$ cat src/output_unit_pkg.sv
// Constants, register map and carrier types for the dual DAC/modulator output block.
package output_unit_pkg;

	// ----------------------------------------------------------------
	// Register map: printed offsets are word indices, byte address is four times.
	// ----------------------------------------------------------------
	localparam logic [7:0] IDX_DATA0 = 8'h00;
	localparam logic [7:0] IDX_DATA1 = 8'h01;
	localparam logic [7:0] IDX_CONFIG0 = 8'h02;
	localparam logic [7:0] IDX_CONFIG1 = 8'h03;
	localparam logic [7:0] IDX_STATUS = 8'h04;
	localparam logic [7:0] IDX_POWER = 8'h31;
	localparam int ADDR_WIDTH = 10;
	localparam int BYTE_SHIFT = 2;

	// ----------------------------------------------------------------
	// Field layout and reset values.
	// ----------------------------------------------------------------
	localparam int DATA_WIDTH = 16;
	localparam int DUTY_WIDTH = 12;
	localparam int DUTY_LOW = 4;
	localparam int CONFIG_WIDTH = 7;
	localparam int POWER_PER_UNIT = 3;
	localparam int POWER_DAC = 0;
	localparam int POWER_SMALL = 1;
	localparam int POWER_LARGE = 2;
	localparam logic [15:0] DATA_RESET = 16'h0000;
	localparam logic [6:0] CONFIG_RESET = 7'h00;
	localparam logic [5:0] POWER_RESET = 6'h00;
	localparam logic [11:0] DUTY_OFFSET = 12'h800;
	localparam logic [11:0] PERIOD_LAST = 12'hFFF;
	localparam logic [1:0] RESP_OKAY = 2'h0;
	localparam logic [1:0] RESP_SLVERR = 2'h2;

	// ----------------------------------------------------------------
	// Timing.
	// ----------------------------------------------------------------
	localparam int CLK_PERIOD_NS = 10;
	localparam int STEP_TIME_NS = 2000;
	localparam int STEP_CYCLES = STEP_TIME_NS / CLK_PERIOD_NS;

	// Per-unit configuration word, bit 0 at dac_select.
	typedef struct packed {
		logic ref_external;
		logic large_buffer;
		logic small_buffer;
		logic pwm_pin_large;
		logic dac_amp_large;
		logic pwm_enable;
		logic dac_select;
	} unit_config_type;

	// Analog switch and power controls of one unit.
	typedef struct packed {
		logic [15:0] dac_code;
		logic dac_powered;
		logic dac_ref_external;
		logic dac_to_small;
		logic dac_to_large;
		logic small_amp_on;
		logic large_amp_on;
		logic small_buffer;
		logic large_buffer;
		logic small_inv_hiz;
		logic large_inv_hiz;
		logic pwm_to_small;
		logic pwm_to_large;
	} unit_switch_type;

endpackage

$ cat src/dac_amp_modulator_unit.sv
// Dual output unit: AXI4-Lite registers, switch control and two pulse-width modulators.
`timescale 1ns/100ps
module dac_amp_modulator_unit #(
	parameter int STEP_CYCLES = output_unit_pkg::STEP_CYCLES
) (
	// Clock and reset.
	input wire logic clk,
	input wire logic reset,
	// AXI4-Lite write address and data.
	input wire logic [output_unit_pkg::ADDR_WIDTH-1:0] s_axi_awaddr,
	input wire logic s_axi_awvalid,
	output logic s_axi_awready,
	input wire logic [31:0] s_axi_wdata,
	input wire logic [3:0] s_axi_wstrb,
	input wire logic s_axi_wvalid,
	output logic s_axi_wready,
	// AXI4-Lite write response.
	output logic [1:0] s_axi_bresp,
	output logic s_axi_bvalid,
	input wire logic s_axi_bready,
	// AXI4-Lite read address and data.
	input wire logic [output_unit_pkg::ADDR_WIDTH-1:0] s_axi_araddr,
	input wire logic s_axi_arvalid,
	output logic s_axi_arready,
	output logic [31:0] s_axi_rdata,
	output logic [1:0] s_axi_rresp,
	output logic s_axi_rvalid,
	input wire logic s_axi_rready,
	// Analog switch and power controls, one entry per unit.
	output output_unit_pkg::unit_switch_type [1:0] unit_switches,
	// Digital modulator drive of the output pins, one bit per unit.
	output logic [1:0] small_amp_output_pin_out,
	output logic [1:0] small_amp_output_pin_oe,
	output logic [1:0] large_amp_output_pin_out,
	output logic [1:0] large_amp_output_pin_oe
);

	// ----------------------------------------------------------------
	// Elaboration check.
	// ----------------------------------------------------------------
	if (STEP_CYCLES < 1) begin : g_bad_step
		$error("STEP_CYCLES must be at least one");
	end

	// ----------------------------------------------------------------
	// Helper functions.
	// ----------------------------------------------------------------

	// Decodes a byte address into a register index; the low two bits are dropped, so misaligned addresses hit the aligned register.
	function automatic logic [7:0] reg_index(input logic [output_unit_pkg::ADDR_WIDTH-1:0] addr);
		reg_index = 8'(addr >> output_unit_pkg::BYTE_SHIFT);
	endfunction

	// True when the index names a register of the map.
	function automatic logic is_mapped(input logic [7:0] idx);
		is_mapped = (idx == output_unit_pkg::IDX_DATA0) || (idx == output_unit_pkg::IDX_DATA1) ||
			(idx == output_unit_pkg::IDX_CONFIG0) || (idx == output_unit_pkg::IDX_CONFIG1) ||
			(idx == output_unit_pkg::IDX_STATUS) || (idx == output_unit_pkg::IDX_POWER);
	endfunction

	// Merges write data into a 32-bit word under the byte strobes.
	function automatic logic [31:0] merge(input logic [31:0] old, input logic [31:0] data,
		input logic [3:0] strb);
		logic [31:0] result;
		result = old;
		for (int b = 0; b < 4; b++) begin
			if (strb[b]) begin
				result[b*8 +: 8] = data[b*8 +: 8];
			end
		end
		merge = result;
	endfunction

	// Modulator high count: upper 12 bits plus 2048, i.e. the sign bit inverted.
	function automatic logic [11:0] duty_of(input logic [15:0] word);
		duty_of = word[15 -: output_unit_pkg::DUTY_WIDTH] + output_unit_pkg::DUTY_OFFSET;
	endfunction

	// Switch control for one unit; the DAC claims its amplifier first, the modulator
	// takes the remaining pin, and a free amplifier only runs where no pin is claimed.
	function automatic output_unit_pkg::unit_switch_type route(
		input output_unit_pkg::unit_config_type cfg, input logic [2:0] pwr, input logic [15:0] word);
		output_unit_pkg::unit_switch_type sw;
		logic dac_live;
		logic pwm_small;
		logic pwm_large;
		sw = '0;
		dac_live = cfg.dac_select && pwr[output_unit_pkg::POWER_DAC];
		sw.dac_powered = pwr[output_unit_pkg::POWER_DAC];
		sw.dac_code = word;
		sw.dac_ref_external = cfg.ref_external;
		// The DAC amplifier choice fixes which pin the modulator may use.
		if (dac_live) begin
			pwm_small = cfg.pwm_enable && cfg.dac_amp_large;
			pwm_large = cfg.pwm_enable && !cfg.dac_amp_large;
		end else begin
			pwm_small = cfg.pwm_enable && !cfg.pwm_pin_large;
			pwm_large = cfg.pwm_enable && cfg.pwm_pin_large;
		end
		sw.pwm_to_small = pwm_small;
		sw.pwm_to_large = pwm_large;
		sw.dac_to_large = dac_live && cfg.dac_amp_large && pwr[output_unit_pkg::POWER_LARGE];
		sw.dac_to_small = dac_live && !cfg.dac_amp_large && pwr[output_unit_pkg::POWER_SMALL];
		// An amplifier runs only when powered and its pin is not taken by the modulator.
		sw.small_amp_on = pwr[output_unit_pkg::POWER_SMALL] && !pwm_small;
		sw.large_amp_on = pwr[output_unit_pkg::POWER_LARGE] && !pwm_large;
		// A DAC driver is always a buffer; a free amplifier is a buffer on request.
		sw.small_buffer = sw.small_amp_on && (sw.dac_to_small || cfg.small_buffer);
		sw.large_buffer = sw.large_amp_on && (sw.dac_to_large || cfg.large_buffer);
		// Inverting pin floats in buffer form and whenever the amplifier is off.
		sw.small_inv_hiz = sw.small_buffer || !sw.small_amp_on;
		sw.large_inv_hiz = sw.large_buffer || !sw.large_amp_on;
		route = sw;
	endfunction

	// ----------------------------------------------------------------
	// Register storage.
	// ----------------------------------------------------------------
	logic [15:0] output_unit_data_word [2];
	output_unit_pkg::unit_config_type unit_config [2];
	logic [5:0] power_control;

	// ----------------------------------------------------------------
	// AXI4-Lite write channel.
	// ----------------------------------------------------------------
	logic aw_held;
	logic w_held;
	logic [7:0] aw_index;
	logic [31:0] w_data;
	logic [3:0] w_strb;
	logic do_write;
	logic [7:0] write_index;
	logic [31:0] write_data;
	logic [3:0] write_strb;

	assign s_axi_awready = !aw_held && !s_axi_bvalid;
	assign s_axi_wready = !w_held && !s_axi_bvalid;
	assign write_index = aw_held ? aw_index : reg_index(s_axi_awaddr);
	assign write_data = w_held ? w_data : s_axi_wdata;
	assign write_strb = w_held ? w_strb : s_axi_wstrb;
	assign do_write = (aw_held || (s_axi_awvalid && s_axi_awready)) &&
		(w_held || (s_axi_wvalid && s_axi_wready));

	// Address and data may arrive in either order; each is parked until its partner comes.
	always_ff @(posedge clk or posedge reset) begin
		if (reset) begin
			aw_held <= 1'b0;
			w_held <= 1'b0;
			aw_index <= 8'h00;
			w_data <= 32'h00000000;
			w_strb <= 4'h0;
		end else if (do_write) begin
			aw_held <= 1'b0;
			w_held <= 1'b0;
		end else begin
			if (s_axi_awvalid && s_axi_awready) begin
				aw_held <= 1'b1;
				aw_index <= reg_index(s_axi_awaddr);
			end
			if (s_axi_wvalid && s_axi_wready) begin
				w_held <= 1'b1;
				w_data <= s_axi_wdata;
				w_strb <= s_axi_wstrb;
			end
		end
	end

	// Write response follows the cycle in which both halves are present.
	always_ff @(posedge clk or posedge reset) begin
		if (reset) begin
			s_axi_bvalid <= 1'b0;
			s_axi_bresp <= output_unit_pkg::RESP_OKAY;
		end else if (do_write) begin
			s_axi_bvalid <= 1'b1;
			s_axi_bresp <= (is_mapped(write_index) && write_index != output_unit_pkg::IDX_STATUS) ?
				output_unit_pkg::RESP_OKAY : output_unit_pkg::RESP_SLVERR;
		end else if (s_axi_bready) begin
			s_axi_bvalid <= 1'b0;
		end
	end

	// Register updates; the status word is read-only and writes to it are refused.
	always_ff @(posedge clk or posedge reset) begin
		if (reset) begin
			output_unit_data_word[0] <= output_unit_pkg::DATA_RESET;
			output_unit_data_word[1] <= output_unit_pkg::DATA_RESET;
			unit_config[0] <= output_unit_pkg::CONFIG_RESET;
			unit_config[1] <= output_unit_pkg::CONFIG_RESET;
			power_control <= output_unit_pkg::POWER_RESET;
		end else if (do_write) begin
			case (write_index)
				output_unit_pkg::IDX_DATA0: begin
					output_unit_data_word[0] <= 16'(merge(32'(output_unit_data_word[0]), write_data, write_strb));
				end
				output_unit_pkg::IDX_DATA1: begin
					output_unit_data_word[1] <= 16'(merge(32'(output_unit_data_word[1]), write_data, write_strb));
				end
				output_unit_pkg::IDX_CONFIG0: begin
					unit_config[0] <= 7'(merge(32'(unit_config[0]), write_data, write_strb));
				end
				output_unit_pkg::IDX_CONFIG1: begin
					unit_config[1] <= 7'(merge(32'(unit_config[1]), write_data, write_strb));
				end
				output_unit_pkg::IDX_POWER: begin
					power_control <= 6'(merge(32'(power_control), write_data, write_strb));
				end
				default: begin
				end
			endcase
		end
	end

	// ----------------------------------------------------------------
	// Modulator timebase, shared by both units.
	// ----------------------------------------------------------------
	localparam int DIV_WIDTH = (STEP_CYCLES > 1) ? $clog2(STEP_CYCLES) : 1;
	localparam logic [DIV_WIDTH-1:0] DIV_LAST = DIV_WIDTH'(STEP_CYCLES - 1);
	logic [DIV_WIDTH-1:0] step_divider;
	logic step_tick;
	logic [11:0] step_count;
	logic period_end;

	assign step_tick = (step_divider == DIV_LAST);
	assign period_end = step_tick && (step_count == output_unit_pkg::PERIOD_LAST);

	// One step enable per step time of clock cycles.
	always_ff @(posedge clk or posedge reset) begin
		if (reset) begin
			step_divider <= '0;
		end else if (step_tick) begin
			step_divider <= '0;
		end else begin
			step_divider <= step_divider + 1'b1;
		end
	end

	// Free-running 4096-step period counter; wraps to zero at the period end.
	always_ff @(posedge clk or posedge reset) begin
		if (reset) begin
			step_count <= 12'h000;
		end else if (step_tick) begin
			step_count <= step_count + 1'b1;
		end
	end

	// ----------------------------------------------------------------
	// Per-unit duty latch and pin drive.
	// ----------------------------------------------------------------
	logic [11:0] active_duty [2];
	logic [1:0] pwm_level;

	// Duty is taken over only at the period boundary so no pulse is ever cut short.
	always_ff @(posedge clk or posedge reset) begin
		if (reset) begin
			active_duty[0] <= output_unit_pkg::DUTY_OFFSET;
			active_duty[1] <= output_unit_pkg::DUTY_OFFSET;
		end else if (period_end) begin
			active_duty[0] <= duty_of(output_unit_data_word[0]);
			active_duty[1] <= duty_of(output_unit_data_word[1]);
		end
	end

	// High while the step count is below the duty; zero duty never goes high, full is 4095 steps.
	always_comb begin
		for (int u = 0; u < 2; u++) begin
			pwm_level[u] = (step_count < active_duty[u]);
		end
	end

	// Switch controls and pin drive are registered so they never glitch on a register write.
	always_ff @(posedge clk or posedge reset) begin
		if (reset) begin
			unit_switches <= '0;
			small_amp_output_pin_out <= 2'h0;
			small_amp_output_pin_oe <= 2'h0;
			large_amp_output_pin_out <= 2'h0;
			large_amp_output_pin_oe <= 2'h0;
		end else begin
			for (int u = 0; u < 2; u++) begin
				unit_switches[u] <= route(unit_config[u],
					power_control[u*output_unit_pkg::POWER_PER_UNIT +: output_unit_pkg::POWER_PER_UNIT],
					output_unit_data_word[u]);
				small_amp_output_pin_oe[u] <= unit_switches[u].pwm_to_small;
				large_amp_output_pin_oe[u] <= unit_switches[u].pwm_to_large;
				small_amp_output_pin_out[u] <= unit_switches[u].pwm_to_small && pwm_level[u];
				large_amp_output_pin_out[u] <= unit_switches[u].pwm_to_large && pwm_level[u];
			end
		end
	end

	// ----------------------------------------------------------------
	// AXI4-Lite read channel.
	// ----------------------------------------------------------------
	logic [7:0] read_index;
	logic [31:0] status_word;

	assign s_axi_arready = !s_axi_rvalid;
	assign read_index = reg_index(s_axi_araddr);
	// Status shows both live duties, modulator levels and the period position.
	assign status_word = {step_count[11:8], active_duty[1], active_duty[0], 2'h0, pwm_level};

	// A read answers one cycle after its address is taken.
	always_ff @(posedge clk or posedge reset) begin
		if (reset) begin
			s_axi_rvalid <= 1'b0;
			s_axi_rdata <= 32'h00000000;
			s_axi_rresp <= output_unit_pkg::RESP_OKAY;
		end else if (s_axi_arvalid && s_axi_arready) begin
			s_axi_rvalid <= 1'b1;
			s_axi_rresp <= is_mapped(read_index) ? output_unit_pkg::RESP_OKAY : output_unit_pkg::RESP_SLVERR;
			case (read_index)
				output_unit_pkg::IDX_DATA0: s_axi_rdata <= 32'(output_unit_data_word[0]);
				output_unit_pkg::IDX_DATA1: s_axi_rdata <= 32'(output_unit_data_word[1]);
				output_unit_pkg::IDX_CONFIG0: s_axi_rdata <= 32'(unit_config[0]);
				output_unit_pkg::IDX_CONFIG1: s_axi_rdata <= 32'(unit_config[1]);
				output_unit_pkg::IDX_STATUS: s_axi_rdata <= status_word;
				output_unit_pkg::IDX_POWER: s_axi_rdata <= 32'(power_control);
				default: s_axi_rdata <= 32'h00000000;
			endcase
		end else if (s_axi_rready) begin
			s_axi_rvalid <= 1'b0;
		end
	end

endmodule // dac_amp_modulator_unit

$ cat config.mk
export PLATFORM = sky130hd
export DESIGN_NAME = dac_amp_modulator_unit
export DESIGN_NICKNAME = d
export VERILOG_FILES = /design/src/output_unit_pkg.sv /design/src/dac_amp_modulator_unit.sv
export SDC_FILE = /design/constraint.sdc
export NUM_CORES = 1
export LEC_CHECK = 0
export BUFFER_PORTS_ARGS = -buffer_cell sky130_fd_sc_hd__clkbuf_2
export CAP_MARGIN = 20
export CORE_MARGIN = 2
export CORE_UTILIZATION = 56
export DETAILED_ROUTE_END_ITERATION = 10
export GPL_TIMING_DRIVEN = 1
export PLACE_DENSITY_LB_ADDON = 0.1
export SYNTH_ARGS = -nofsm -noshare
export SYNTH_HDL_FRONTEND = slang
export SYNTH_SLANG_ARGS = --single-unit
$ cat constraint.sdc
create_clock -name clk -period 9.35 [get_ports clk]
set_clock_uncertainty 0.05 [all_clocks]
set_input_delay 1.4025 -clock clk [delete_from_list [all_inputs] [get_ports clk]]
set_output_delay 1.4025 -clock clk [all_outputs]
set_load 0.005 [all_outputs]
==> impl_metrics.ini <==
[critical_path]
crit_start = s_axi_awvalid
cp-end-kind = flip-flop
rr_endpoint = output_unit_data_word[21]
crit_type = in -> reg
timing.rr.start = w_held
slowest_stage = nor2b_1
cp-start-kind = input pin
path_cells = clkbuf_2 -> nor2b_1 -> o22ai_1 -> or4_1 -> nor2b_1 -> mux2_2
endpoint = output_unit_data_word[21]
cpPeakStageDelay_ns = 0.79
cp.arrival_ns = 3.84
reg2reg_depth = 4
crit_fanout = 8
r2r_slack_ns = 5.90
required_ns = 9.68
crit_top_cell = nor2b_1

[sta]
setup_tns_ns = 0
slew_viol_final = 0
worst_pin_slew_ns = 1.01
rsz0062_at_grt = false
finalCritPeriodShare_pct = 37.5
max_slew_margin_pct = 32.3
clock.fmax_ghz = 0.285
setup_viol = 0
hold_viol = 0
min_period_ns = 3.51

[final_layout]
stdcell_count = 1095
layout-drive-gt1-share_pct = 37.0
layout_commonest_cell = dfrtp_1
layout_common_cells = 222 x dfrtp_1, 143 x clkbuf_2, 122 x mux2_2
n_antenna_cell = 0
syn2layout_area_growth_pct = 18.4
finalNetCount = 946
n_fill_cell = 1226

[logic_synthesis]
synth_area_leaders = dfrtp_1 60%, mux2_2 15%, ha_1 3.2%, nand2_1 2.1%, inv_1 1.4%
ys.flop_type = dfrtp_1
synth_seq_cells = 224
postSynth.asyncResetShare_pct = 100
ys_types = 53
syn-instance-count = 713
ys_warn_count = 0
seq_area_frac_synth_pct = 60.3
syn_avg_cell_area_sq_um = 13.0
netlist.area_leader.share_pct = 59.8
yosysTopAreaCell = dfrtp_1
synth_edf_count = 0
syn_area_sq_mm = 0.00930

[routing]
final_antenna_net_count = 0
viasPerCell = 5.66
wl_per_cell_um = 18.9
wl_um = 20700
drtIter0Drc = 398
firstDrtPassIters = 5
num_vias = 6198
drcViolationCount = 0

[pwr]
internal_power_uw = 1790
ir_worst_vdd_uv = 198
power_uw = 2400
p_leak_uw = 0.00547
power_density_mw_per_mm2 = 218
p_switching_uw = 602
comb_power_share_pct = 12.4
clkPwrFrac_pct = 38.1
p_seq_share_pct = 49.4
power_switching_share_pct = 25.1

[clock_network]
cts_sinks = 224
clk_path_buf_depth = 3
clk_latency_ns = 0.50
cts-root-buf = clkbuf_16
cts_hold_buf = 0
cts_tree = built
cts_resized = 0
postCtsSetupBuffers = 0
clk_pin_slew_ns = 0.06
htree_levels = 1
cts_buffers = 23

[die]
ios = 168
num_rows = 47
coreArea_sq_mm = 0.0164
die_x_um = 133
initial_core_util_pct = 56.7
dieArea_sq_mm = 0.0176
die_h_um = 133

[worst_hold_path]
worstHoldPathType = reg -> reg
hold_depth = 0

[grt]
grt_max_degree = 151
grt.total_usage_pct = 24.5
antenna_found_initial = 0
overflow = 0
grt_pass1_vias = 6506
grt_pass1_wl_um = 34300

[place]
dp.cells = 1052
gp_congestion = 0.839
io_buffer_count = 143
dpl.hpwl_um = 14500

[run_status]
status = complete, no violations

[flow_run]
max_cap_violations = 0
==> cells by family after synthesis <==
logic type / after synthesis / share of synthesized area, %
flip-flops: 224 / 60.3
other: 1 / 0.0403
AO/OA/AOI/OAI: 88 / 6.77
XOR/XNOR: 15 / 1.41
adder cells (fa/ha/maj): 24 / 3.23
buffers and inverters: 63 / 2.76
AND/OR/NAND/NOR: 170 / 9.64
multiplexers: 128 / 15.8
==> critical path: cells and delay by family <==
kind / cells / cell delay (ns)
AOI/OAI and AO/OA: 1 / 0.20
buffers and inverters: 1 / 0.10
muxes: 1 / 0.42
and+or+nand+nor: 3 / 1.71
==> cell usage after synthesis (3+ instances only) <==
library cell  instances
a222oi_1              9
and2_1                8
dfrtp_1             222
nor3_1               10
o21ai_0              21
a31oi_1               3
mux4_2                3
and3_1                8
buf_4                 3
and4_1                5
a221oi_1              5
a211oi_1              5
a22oi_1               5
mux2_2              122
a21oi_1              10
ha_1                 24
a32oi_1               3
o211ai_1              3
mux2i_1               3
xor2_1                5
nand2b_1              4
inv_1                35
nand4b_1              3
nand2_1              51
o31ai_1              13
nand3_1              14
nand4_1               9
xnor2_1              10
nor3b_1               4
clkbuf_1             16
nor2b_1              10
nor2_1               28
buf_2                 7
nand3b_1              4
==> per-stage QoR <==
step / hold slack, ns / utilization [%] / cell area [sq um] / setup slack, ns
floorplan: 0.315 / - / 9300 / 1.77
global placement: 0.334 / 62.2 / 10200 / 5.34
detailed placement: 0.332 / 62.2 / 10200 / 5.34
CTS: 0.341 / 66.8 / 11000 / 5.86
global route: 0.352 / 67.1 / 11000 / 5.71
finish: 0.337 / 67.1 / 11000 / 5.84
==> routing by layer <==
metal	global-route usage (%)	share of wire [%]	vias up
met5	0	0	-
met4	6.69	2.2	0
met3	4.02	5.4	32
met2	40.9	49	177
met1	33.8	43	3145
li1	-	-	2844
==> sequential cells by signal, indices dropped and copies added, names as in the netlist, 6 cells and up <==
register               count
unit_config               14
step_count                12
aw_index                   8
unit_switches             56
active_duty               24
s_axi_rdata               32
output_unit_data_word     32
w_data                    16
power_control              6
step_divider               8
==> power groups by stage <==
stage | logic [uW] | clock network (uW) | registers [uW]
global route | 331 | 976 | 1200
global placement | 286 | 0 | 1190
finish | 298 | 914 | 1180
detailed placement | 298 | 0 | 1200
floorplan | 223 | 0 | 1150
CTS | 301 | 931 | 1180
==> worst min-delay path by stage <==
| stage | start | end | slack (ns) |
|---|---|---|---|
| 2_1_floorplan | output_unit_data_word[0] | unit_switches[40] | 0.32 |
| 3_3_place_gp | unit_switches[1] | small_amp_output_pin_oe[0] | 0.33 |
| 3_5_place_dp | unit_switches[28] | large_amp_output_pin_oe[1] | 0.33 |
| 4_1_cts | unit_switches[28] | large_amp_output_pin_oe[1] | 0.34 |
| 5_1_grt | unit_switches[29] | small_amp_output_pin_oe[1] | 0.35 |
| 6_report | unit_switches[28] | large_amp_output_pin_oe[1] | 0.34 |
==> cell type report <==
| cell class | instances | area (sq um) | share of cell area (%) |
|---|---|---|---|
| Multi-Input combinational cell | 427 | 3440 | 31.2 |
| Timing Repair Buffer | 148 | 781 | 7.09 |
| Inverter | 35 | 139 | 1.26 |
| Clock inverter | 9 | 97.6 | 0.887 |
| Sequential cell | 224 | 5610 | 50.9 |
| Clock buffer | 32 | 669 | 6.08 |
| Tap cell | 220 | 275 | 2.50 |
(Power assumes the default switching activity.)
